===== src/design/diag_pkg.sv =====
// Functional notes
// - Byte 0 bit 0: module failure from lost interrupt, supply loss or overload.
// - Byte 0 bit 1: internal error from supply loss or output overload.
// - Byte 0 bit 2: set while an external error is present.
// - Byte 0 bit 3: set while a channel error is present.
// - Byte 0 bit 4: external supply missing; bits 7 to 5 read zero.
// - Byte 1 bits 3 to 0: class 1111b digital or 1000b function; 7 to 5 zero.
// - Byte 1 bit 4: channel information present for lost interrupt, supply or overload.
// - Byte 2 bit 4: internal input or output supply missing; other bits zero.
// - Incoming byte 3 bit 6: process interrupt lost; other bits zero.
// - After errors clear, outgoing record only while release enabled; byte 3 zero.
// - Record set 0 layout is identical in every operating mode.
// - Record set 1 is record set 0 plus twelve module-specific bytes.
// - Alarm mode byte 4: type 70h in bits 6 to 0, bit 7 more types.
// - Byte 5 holds diagnostic bits per channel, 08h in alarm mode.
// - Byte 6 holds channel count, 08h in alarm mode.
// - Byte 7 bits 0 and 1 flag errors in four-input groups; 7 to 2 zero.
// - Bytes 8 and 9: lost flag per input at even bits; odd bits and bytes 10 to 11 zero.
`default_nettype none
package diag_pkg;
  localparam int AW = 5;
  localparam int DW = 8;
  typedef logic [15:0][7:0] record_type;
  typedef enum logic [1:0] {
    MODE_ALARM   = 2'b00,
    MODE_COUNTER = 2'b01,
    MODE_FREQ    = 2'b10,
    MODE_PWM     = 2'b11
  } mode_type;
  typedef enum logic [1:0] {
    ST_IDLE     = 2'b00,
    ST_HELD_IN  = 2'b01,
    ST_ACTIVE   = 2'b10,
    ST_HELD_OUT = 2'b11
  } fsm_type;
  // Register offsets
  localparam logic [AW-1:0] OFS_RECORD   = 5'h00;
  localparam logic [AW-1:0] OFS_CTRL     = 5'h10;
  localparam logic [AW-1:0] OFS_IRQ_STAT = 5'h11;
  localparam logic [AW-1:0] OFS_IRQ_MASK = 5'h12;
  localparam logic [AW-1:0] OFS_LIVE     = 5'h13;
  localparam logic [AW-1:0] OFS_ACK      = 5'h14;
  // Record field positions
  localparam int B0_FAIL    = 0;
  localparam int B0_INT     = 1;
  localparam int B0_EXT     = 2;
  localparam int B0_CHAN    = 3;
  localparam int B0_EXT_SUP = 4;
  localparam int B1_INFO    = 4;
  localparam int B2_INT_SUP = 4;
  localparam int B3_LOST    = 6;
  localparam int B4_MORE    = 7;
  // Record constants
  localparam logic [3:0] CLASS_DIGITAL   = 4'hf;
  localparam logic [3:0] CLASS_FUNCTION  = 4'h8;
  localparam logic [6:0] CHAN_TYPE_INPUT = 7'h70;
  localparam logic [7:0] DIAG_BITS       = 8'h08;
  localparam logic [7:0] CHAN_COUNT      = 8'h08;
  // Control register fields and reset
  localparam int CTRL_RELEASE = 0;
  localparam int CTRL_FUNC    = 1;
  localparam int CTRL_MORE    = 2;
  localparam int CTRL_MODE    = 4;
  localparam logic [DW-1:0] CTRL_RESET = 8'h01;
  // Interrupt status bits and reset
  localparam int IRQ_IN  = 0;
  localparam int IRQ_OUT = 1;
  localparam logic [1:0] IRQ_RESET = 2'h0;
endpackage
`default_nettype wire


===== src/design/diag_if.sv =====
`default_nettype none
interface diag_if;
  import diag_pkg::*;
  logic              alarm_mode;
  logic              outgoing;
  logic              func_class;
  logic              more_types;
  logic              ext_fault;
  logic              ext_supply;
  logic              in_supply;
  logic              out_supply;
  logic              overload;
  logic [7:0]        lost;
  record_type        rec;
  modport owner    (output alarm_mode, outgoing, func_class, more_types, ext_fault,
                    ext_supply, in_supply, out_supply, overload, lost, input rec);
  modport composer (input alarm_mode, outgoing, func_class, more_types, ext_fault,
                    ext_supply, in_supply, out_supply, overload, lost, output rec);
endinterface
`default_nettype wire


===== src/design/diag_record_compose.sv =====
`default_nettype none
module diag_record_compose
  import diag_pkg::*;
#(
  parameter int INPUTS = 8
) (
  diag_if.composer dif
);
  logic supply_loss;
  logic chan_info;
  logic lost_any;

  assign supply_loss = dif.in_supply | dif.out_supply;
  assign lost_any    = |dif.lost;
  assign chan_info   = lost_any | supply_loss | dif.overload;

  always_comb begin
    dif.rec = '0;
    // Record set 0, same in every mode
    dif.rec[0][B0_FAIL]    = chan_info;
    dif.rec[0][B0_INT]     = supply_loss | dif.overload;
    dif.rec[0][B0_EXT]     = dif.ext_fault | dif.ext_supply;
    dif.rec[0][B0_CHAN]    = chan_info;
    dif.rec[0][B0_EXT_SUP] = dif.ext_supply;
    dif.rec[1][3:0]        = dif.func_class ? CLASS_FUNCTION : CLASS_DIGITAL;
    dif.rec[1][B1_INFO]    = chan_info;
    dif.rec[2][B2_INT_SUP] = supply_loss;
    dif.rec[3][B3_LOST]    = lost_any & ~dif.outgoing;
    // Module-specific part after the four common bytes
    if (dif.alarm_mode) begin
      dif.rec[4][6:0]     = CHAN_TYPE_INPUT;
      dif.rec[4][B4_MORE] = dif.more_types;
      dif.rec[5]          = DIAG_BITS;
      dif.rec[6]          = CHAN_COUNT;
      for (int g = 0; g < INPUTS / 4; g++) begin
        dif.rec[7][g] = |dif.lost[g*4 +: 4];
      end
      for (int i = 0; i < INPUTS; i++) begin
        dif.rec[8 + i / 4][2 * (i % 4)] = dif.lost[i];
      end
    end
  end
endmodule
`default_nettype wire


===== src/design/diag_record_builder.sv =====
// Decided for this implementation: the register offsets and the address-and-strobe port.
`default_nettype none
module diag_record_builder
  import diag_pkg::*;
(
  input  wire logic          SYS_CLK,
  input  wire logic          RSTN,
  input  wire logic [AW-1:0] ADDR,
  input  wire logic [DW-1:0] WDATA,
  input  wire logic          WR,
  input  wire logic          RD,
  input  wire logic [7:0]    LOST_IRQ,
  input  wire logic          IN_SUPPLY_LOSS,
  input  wire logic          OUT_SUPPLY_LOSS,
  input  wire logic          OUT_OVERLOAD,
  input  wire logic          EXT_SUPPLY_LOSS,
  input  wire logic          EXT_FAULT,
  output logic [DW-1:0]      RDATA,
  output logic               IRQ,
  output logic               ERROR_LED
);

  ////////////////////////////////////////////////////////////////////////////////
  // State

  typedef struct packed {
    fsm_type       fsm;
    record_type    snap;
    logic [7:0]    lost;
    logic          release_en;
    logic          func_class;
    logic          more_types;
    mode_type      mode;
    logic [1:0]    irq_stat;
    logic [1:0]    irq_mask;
    logic [DW-1:0] rdata;
    logic          irq;
    logic          led;
  } state_type;

  state_type st;
  state_type next_st;

  diag_if dif ();

  logic       ack;
  logic       err_now;
  logic [1:0] irq_set;
  logic [DW-1:0] read_value;

  ////////////////////////////////////////////////////////////////////////////////
  // Live record composition

  assign dif.alarm_mode = (st.mode == MODE_ALARM);
  assign dif.outgoing   = (st.fsm == ST_ACTIVE) && (st.lost == 8'h00);
  assign dif.func_class = st.func_class;
  assign dif.more_types = st.more_types;
  assign dif.ext_fault  = EXT_FAULT;
  assign dif.ext_supply = EXT_SUPPLY_LOSS;
  assign dif.in_supply  = IN_SUPPLY_LOSS;
  assign dif.out_supply = OUT_SUPPLY_LOSS;
  assign dif.overload   = OUT_OVERLOAD;
  assign dif.lost       = st.lost;

  diag_record_compose #(
    .INPUTS (8)
  ) u_compose (
    .dif (dif.composer)
  );

  assign ack     = WR && (ADDR == OFS_ACK);
  assign err_now = (st.lost != 8'h00) | IN_SUPPLY_LOSS | OUT_SUPPLY_LOSS | OUT_OVERLOAD
                   | EXT_SUPPLY_LOSS | EXT_FAULT;

  ////////////////////////////////////////////////////////////////////////////////
  // Read multiplexer

  always_comb begin
    read_value = 8'h00;
    // Record reads come from the frozen copy, never the live one
    if (ADDR < OFS_CTRL) begin
      read_value = st.snap[ADDR[3:0]];
    end else begin
      case (ADDR)
        OFS_CTRL:     read_value = {2'h0, st.mode, 1'b0, st.more_types, st.func_class,
                                    st.release_en};
        OFS_IRQ_STAT: read_value = {6'h00, st.irq_stat};
        OFS_IRQ_MASK: read_value = {6'h00, st.irq_mask};
        OFS_LIVE:     read_value = {st.lost[5:0], st.fsm};
        default:      read_value = 8'h00;
      endcase
    end
  end

  ////////////////////////////////////////////////////////////////////////////////
  // Next state

  always_comb begin
    next_st = st;
    irq_set = 2'h0;
    // Lost events accumulate; a new event beats the clear on acknowledge
    if (ack && (st.fsm == ST_HELD_IN)) begin
      next_st.lost = LOST_IRQ;
    end else begin
      next_st.lost = st.lost | LOST_IRQ;
    end
    case (st.fsm)
      ST_IDLE: begin
        if (err_now) begin
          next_st.snap = dif.rec;
          next_st.fsm  = ST_HELD_IN;
          irq_set[IRQ_IN] = 1'b1;
        end
      end
      ST_HELD_IN: begin
        if (ack) begin
          next_st.fsm = ST_ACTIVE;
        end
      end
      ST_ACTIVE: begin
        // Interrupts lost since the acknowledge restart the incoming report
        if (st.lost != 8'h00) begin
          next_st.snap = dif.rec;
          next_st.fsm  = ST_HELD_IN;
          irq_set[IRQ_IN] = 1'b1;
        end else if (!err_now) begin
          // All causes gone: outgoing report only with release on
          if (st.release_en) begin
            next_st.snap = dif.rec;
            next_st.fsm  = ST_HELD_OUT;
            irq_set[IRQ_OUT] = 1'b1;
          end else begin
            next_st.fsm = ST_IDLE;
          end
        end
      end
      ST_HELD_OUT: begin
        if (ack) begin
          next_st.fsm = ST_IDLE;
        end
      end
      default: begin
        next_st.fsm = ST_IDLE;
      end
    endcase
    // Register writes
    if (WR) begin
      case (ADDR)
        OFS_CTRL: begin
          next_st.release_en = WDATA[CTRL_RELEASE];
          next_st.func_class = WDATA[CTRL_FUNC];
          next_st.more_types = WDATA[CTRL_MORE];
          next_st.mode       = mode_type'(WDATA[CTRL_MODE +: 2]);
        end
        OFS_IRQ_STAT: next_st.irq_stat = st.irq_stat & ~WDATA[1:0];
        OFS_IRQ_MASK: next_st.irq_mask = WDATA[1:0];
        default: ;
      endcase
    end
    // Hardware set wins over a clearing write
    next_st.irq_stat = next_st.irq_stat | irq_set;
    next_st.irq      = |(next_st.irq_stat & next_st.irq_mask);
    next_st.led      = (next_st.fsm != ST_IDLE);
    next_st.rdata    = RD ? read_value : 8'h00;
  end

  always_ff @(posedge SYS_CLK or negedge RSTN) begin
    if (!RSTN) begin
      // Release on, digital class, alarm mode
      st            <= '0;
      st.fsm        <= ST_IDLE;
      st.release_en <= CTRL_RESET[CTRL_RELEASE];
      st.func_class <= CTRL_RESET[CTRL_FUNC];
      st.more_types <= CTRL_RESET[CTRL_MORE];
      st.mode       <= MODE_ALARM;
      st.irq_stat   <= IRQ_RESET;
    end else begin
      st <= next_st;
    end
  end

  assign RDATA     = st.rdata;
  assign IRQ       = st.irq;
  assign ERROR_LED = st.led;
endmodule
`default_nettype wire


===== config.mk =====
export PLATFORM = sky130hd
export DESIGN_NAME = diag_record_builder
export DESIGN_NICKNAME = d
export VERILOG_FILES = /design/src/design/diag_pkg.sv /design/src/design/diag_if.sv /design/src/design/diag_record_compose.sv /design/src/design/diag_record_builder.sv
export SDC_FILE = /design/constraint.sdc
export NUM_CORES = 1
export LEC_CHECK = 0
export BUFFER_PORTS_ARGS = -buffer_cell sky130_fd_sc_hd__buf_2
export CAP_MARGIN = 30
export CORE_MARGIN = 8
export CORE_UTILIZATION = 55
export CTS_CLUSTER_SIZE = 8
export DETAILED_ROUTE_END_ITERATION = 8
export PLACE_DENSITY_LB_ADDON = 0.25
export SETUP_SLACK_MARGIN = 0.5
export SYNTH_ARGS = -nofsm -noshare
export SYNTH_HDL_FRONTEND = slang
export SYNTH_SLANG_ARGS = --single-unit

===== constraint.sdc =====
create_clock -name SYS_CLK -period 3.3 [get_ports SYS_CLK]
set_input_delay 0.33 -clock SYS_CLK [delete_from_list [all_inputs] [get_ports SYS_CLK]]
set_output_delay 0.33 -clock SYS_CLK [all_outputs]
set_load 0.03 [all_outputs]

==> Word level (Yosys, flattened, before mapping) <==
Index checks and enable logic that the tools add are counted.
{ "totals": {"output_inout_bits": 10, "reg_bits": 157} }
{ "op_classes": {"bitwise_logic": 17, "n_eq_ne": 11, "n_mux": 35, "reduce_logical": 15, "magnitude_cmp": 2} }
{ "op_table": {"columns": ["cell", "n"], "rows": [
  ["2-to-1 mux 130 bit", 3],
  ["case mux 128 bit (2 select lines)", 1],
  ["2-to-1 mux 128 bit", 1],
  ["binary-select mux 8 bit (select 4 bit)", 1],
  ["2-to-1 mux 8 bit", 4],
  ["case mux 8 bit (4 select lines)", 1],
  ["2-to-1 mux 26 bit", 1],
  ["== test 5 bit, second input constant", 5],
  ["2-to-1 mux 1 bit", 14],
  ["2-to-1 mux 2 bit", 5],
  ["OR 1 bit", 10],
  ["zero test 8 bit", 1],
  ["OR 8 bit", 1],
  ["case mux 2 bit (4 select lines)", 1],
  ["nonzero test 8 bit", 1],
  ["OR reduction 4 bit", 2],
  ["OR reduction 8 bit", 1],
  ["inequality test 3 x 2 -> 1 bit, second input constant", 2],
  ["< comparator 4 x 5 -> 1 bit, second input constant", 1],
  ["< comparator 5 bit, second input constant", 1],
  ["bitwise AND 2 bit", 2],
  ["== test 2 bit, second input constant", 2],
  ["zero test 2 bit", 2],
  ["2-to-1 mux 4 bit", 1],
  ["13 further kinds", 16]
]} }

==> Depth between registers and ports, before layout <==
{ "depth": {"word_depth": 12, "ltp_mapped": 6, "ltp_nobuf": 4} }

==> Modules after synthesis <==
Synthesis repeated with hierarchy kept, for this count alone.
{ "hier_totals": {"cells_unflattened": 595, "hier_area_um2": 8625.8} }
{ "modules_own_cells": {"columns": ["mod", "area_per_inst_um2", "n_inst", "cells_each"], "rows": [
  ["diag_record_builder", 7636.1, 1, 459],
  ["diag_record_compose", 989.7, 1, 136]
]} }

==> Worst setup path before layout <==
Ideal clock, no wire load.
{ "synth_path": {"kind": "input -> register", "start": "in ADDR[2]", "end": "reg, netlist name dif.func_class", "cell_stages": 5, "arrival_ps": 1759, "n_path_buf": 2, "setup_ps": 125, "required_ps": 3175, "slack_ps": 1416, "path_cell_list": "buf_6 -> or3b_4 -> or4b_4 -> buf_6 -> mux2_4"} }
{ "synth_via": {"elab_chain_cells": 2} }
{ "synth_rtl": {"columns": ["element", "line", "source"], "rows": [
  ["from (decl)", "diag_record_builder.sv:8", "input wire logic [AW-1:0] ADDR,"],
  ["== test 5 bit", "diag_record_builder.sv:148", "case (ADDR)"],
  ["AND reduction 2 bit (no line)", null, null]
]} }
No other way between the ends.
A chain may end at the register's enable or synchronous reset.

==> Worst setup path after layout <==
{ "layout_path": {"start": "reg st (netlist bit dif.lost[4])", "end": "reg st[105] (netlist name)"} }
{ "layout_via": {"elab_chain_cells": 8, "word_cells_on_any_way": 12} }
{ "layout_rtl": {"columns": ["element", "line", "source"], "rows": [
  ["from (decl)", "diag_record_builder.sv:41", "state_type st;"],
  ["from (signal assigned)", "diag_record_builder.sv:178", "st <= next_st;"],
  ["nonzero test 8 bit (*)", "diag_record_builder.sv:72, diag_record_builder.sv:122", null],
  ["OR 1 bit (3 in series)", "diag_record_builder.sv:72", "assign err_now = (st.lost != 8'h00) | IN_SUPPLY_LOSS | OUT_SUPPLY_LOSS | OUT_OVERLOAD"],
  ["OR 1 bit (2 in series)", "diag_record_builder.sv:73", "| EXT_SUPPLY_LOSS | EXT_FAULT;"],
  ["inequality test 3 x 2 -> 1 bit (no line) / inequality test 2 bit (equally long branches)", null, null],
  ["AND reduction 4 bit (no line)", null, null]
]} }
Mark *: on every way between the ends. The rest lies on a longest branch, timed or not.

==> reports/results.txt <==
Async SR Flop Fraction: 100%
final setup fails: 0
maximum clock path buffer count: 2
Vias/cell: 5.91
placed cell area: 2680 µm²
Internal Pwr Total: 988 µW
CTS Hold Bufs: 1
final worst path period need: 2400 ps
antenna violation net count after detailed routing: 0
total die area: 7000 µm²
total number of H-tree levels: 2
Hold Crit Class: input pin to flip-flop
Final Hold Viols: 0
row count: 24
Crit Path Category: flip-flop to flip-flop
TritonCTS Buffers: 5
Peak VDD IR: 0.292 mV
CP arrival: 2590 ps
largest net degree at the start of global routing: 29
DR vias: 1,821
Cell Pwr Density: 492 nW/µm²
Psw: 384 µW
CTS tree: yes
first-pass GRT wire length: 9.16 mm
vias in the first global route: 1,857
Worst Reg-to-Reg Cells: 5
number of synthesized flops with an enable pin: 0
max cap viols: 0
total track usage: 15.8%
cells after synthesis: 228
Synth Net Count: 258
CP cell instances: nor4_1 -> and2_1 -> a31oi_2 -> buf_4 -> mux2i_1
cell area after synthesis: 2520 µm²
met2 global-route usage: 23.7%
Sw Ratio: 28.0%
Post-CTS Resized: 0
antenna violations before repair: 0
worst r2r dst: st[105]
Area Growth Syn to Fin: 10.8%
number of fill cells: 374
drt total wl: 5.43 mm
Setup Skew: 5.74 ps
I/O Buffers: 36
synth warn: 0
io pins: 40
sequential share of the synthesized area: 48.8%
CORE AREA: 4380 µm²
period utilisation layout: 72.6%
Pre-Repair DR Iteration Count: 4
nets: 285
met3 Use GR: 4.49%
placed wire-length estimate: 3.99 mm
initial drt markers: 147
sequential share of power: 54.1%
Final Power: 1370 µW
grt ovf: 0
fraction of layout cells with a size suffix above 1: 25.8%
fmax: 417 MHz
Worst R2R Start: dif.lost[4]
Leakage Power: 0.00128 µW
Die X: 83.7 µm
WL/cell: 17.6 µm
GR Util met1: 20.8%
clock root cell: clkbuf_8
main area contributors after synthesis: dfrtp_1 48%, mux2i_1 6.0%, mux2_1 3.6%
R2R Setup Slk: 900 ps
busiest grt layer: met2
# DRC: 0
Worst EP required: 3490 ps
Setup Buffers After CTS: 0
top cell type's share of synthesized area: 47.7%
Die Y: 83.7 µm
clk_lat worst skew: 300 ps
Comb power frac: 17.8%
setup TNS: 0 ps
n_diodes: 0
Avg Inst Size Synth: 11.0 µm²
distinct cell type count after synthesis: 50
max-slew violation count: 0
clock network fraction of design power: 28.2%
Slowest-stage cell, CP: nor4_1
delay of the slowest cell on the worst path: 580 ps
Slew @ Worst Pin: 1040 ps
RD Place Congestion: 0.806
Worst-path clk slew: 80 ps
cell family with most CP delay: simple AND/OR/NAND/NOR gates
maximum fanout along the worst path: 15
CP Buf/Inv Count: 1
RSZ-0062 raised after global routing: false
Yosys reg bits: 49
Worst slew margin: 30.6%
Critical Path Sink Type: flip-flop
CP startpoint: dif.lost[4]
status: completed
Starting Density: 57.4%
Worst Setup EP: st[105]
post-route cell area: 2790 µm²
leading area contributor after synthesis: dfrtp_1
Num Clock Sinks: 49
Main synth FF type: dfrtp_1
element type at the critical path start: flip-flop
CP Depth: 5
## area by class of cell
cell class,instances,area [µm²],share of cell area [%]
clock buffer,7,96.3,3.45
clock inverter,1,5.00,0.179
inverter,19,71.3,2.56
multi-input combinational,140,1100,39.4
sequential,49,1230,44.0
tap,52,65.1,2.33
timing repair buffer,40,225,8.08
## power groups by stage
stage	clock network, µW	logic, µW	registers (µW)
finish	387	244	742
global route	412	274	753
CTS	394	246	740
detailed placement	0	244	752
global placement	0	233	751
floorplan	0	175	736
## logic make-up after synthesis
logic type | Yosys count | share of synthesized area (%)
AO/OA/AOI/OAI | 45 | 12.3
XOR/XNOR | 1 | 0.348
buffers and inverters | 39 | 7.85
flip-flops | 49 | 48.8
multiplexers | 35 | 17.0
AND/OR/NAND/NOR | 59 | 13.7
## routing by layer
layer | routed length [µm] | vias to the layer above | share of wire (%)
met5 | 0 | - | 0
met4 | 87 | 0 | 1.6
met3 | 341 | 9 | 6.3
met2 | 2480 | 67 | 46
met1 | 2520 | 885 | 46
li1 | - | 860 | -
## registers in the layout, indices dropped and copies added (netlist names)
| signal | count |
|---|---|
| dif.func_class | 1 |
| ERROR_LED | 1 |
| IRQ | 1 |
| RDATA | 8 |
| dif.lost | 8 |
| st | 29 |
| dif.more_types | 1 |
## how the worst min path moves through the flow
stage / endpoint / from / cells past startpoint / slack [ps]
after floorplan: ERROR_LED / RSTN / 0 / 30
after global placement: st[38] / st[38] / 1 / 450
after detailed placement: st[11] / RSTN / 1 / 340
after CTS: dif.lost[5] / LOST_IRQ[5] / 2 / 180
after global routing: dif.lost[2] / LOST_IRQ[2] / 2 / 190
final: dif.lost[5] / LOST_IRQ[5] / 2 / 200
## cell usage after synthesis, types with 2 or more instances
cell      count
dfrtp_1      48
inv_1        19
mux2i_1      15
nand2_1      11
nor2_1       10
a21o_1        9
buf_4         8
mux2_1        8
o21ai_0       6
a21oi_1       5
a22oi_1       5
and2_1        5
buf_2         5
clkbuf_1      5
mux2_4        5
nand3_1       5
nand3b_1      5
a31oi_1       4
mux2_2        4
nor3_1        4
a211oi_1      3
mux4_2        3
a32oi_1       2
and3_1        2
buf_6         2
nand4_1       2
nor2b_1       2
nor4_1        2
o21a_1        2
o22ai_1       2
## cells in the final DEF (no fill, tap or decap), drive strengths merged, types with 3 or more instances in the layout
| cell type | instances |
|---|---|
| mux4 | 3 |
| and3 | 3 |
| buf | 39 |
| mux2i | 15 |
| nor2 | 10 |
| clkbuf | 7 |
| a211oi | 3 |
| inv | 19 |
| a21o | 9 |
| a31oi | 4 |
| a21oi | 5 |
| nand3 | 5 |
| nand3b | 5 |
| nand2 | 11 |
| and2 | 5 |
| nor3 | 4 |
| mux2 | 17 |
| o21ai | 7 |
| dfrtp | 48 |
| a22oi | 5 |
## metrics by stage
stage	hold slack [ps]	worst slack, ps	utilization [%]	cells
floorplan	34.4	1420	-	228
global placement	447	924	60.6	298
detailed placement	338	881	61.1	299
CTS	185	906	63.6	308
global route	192	733	63.6	308
finish	199	903	63.6	308
Power figures use the tool's default switching activity.
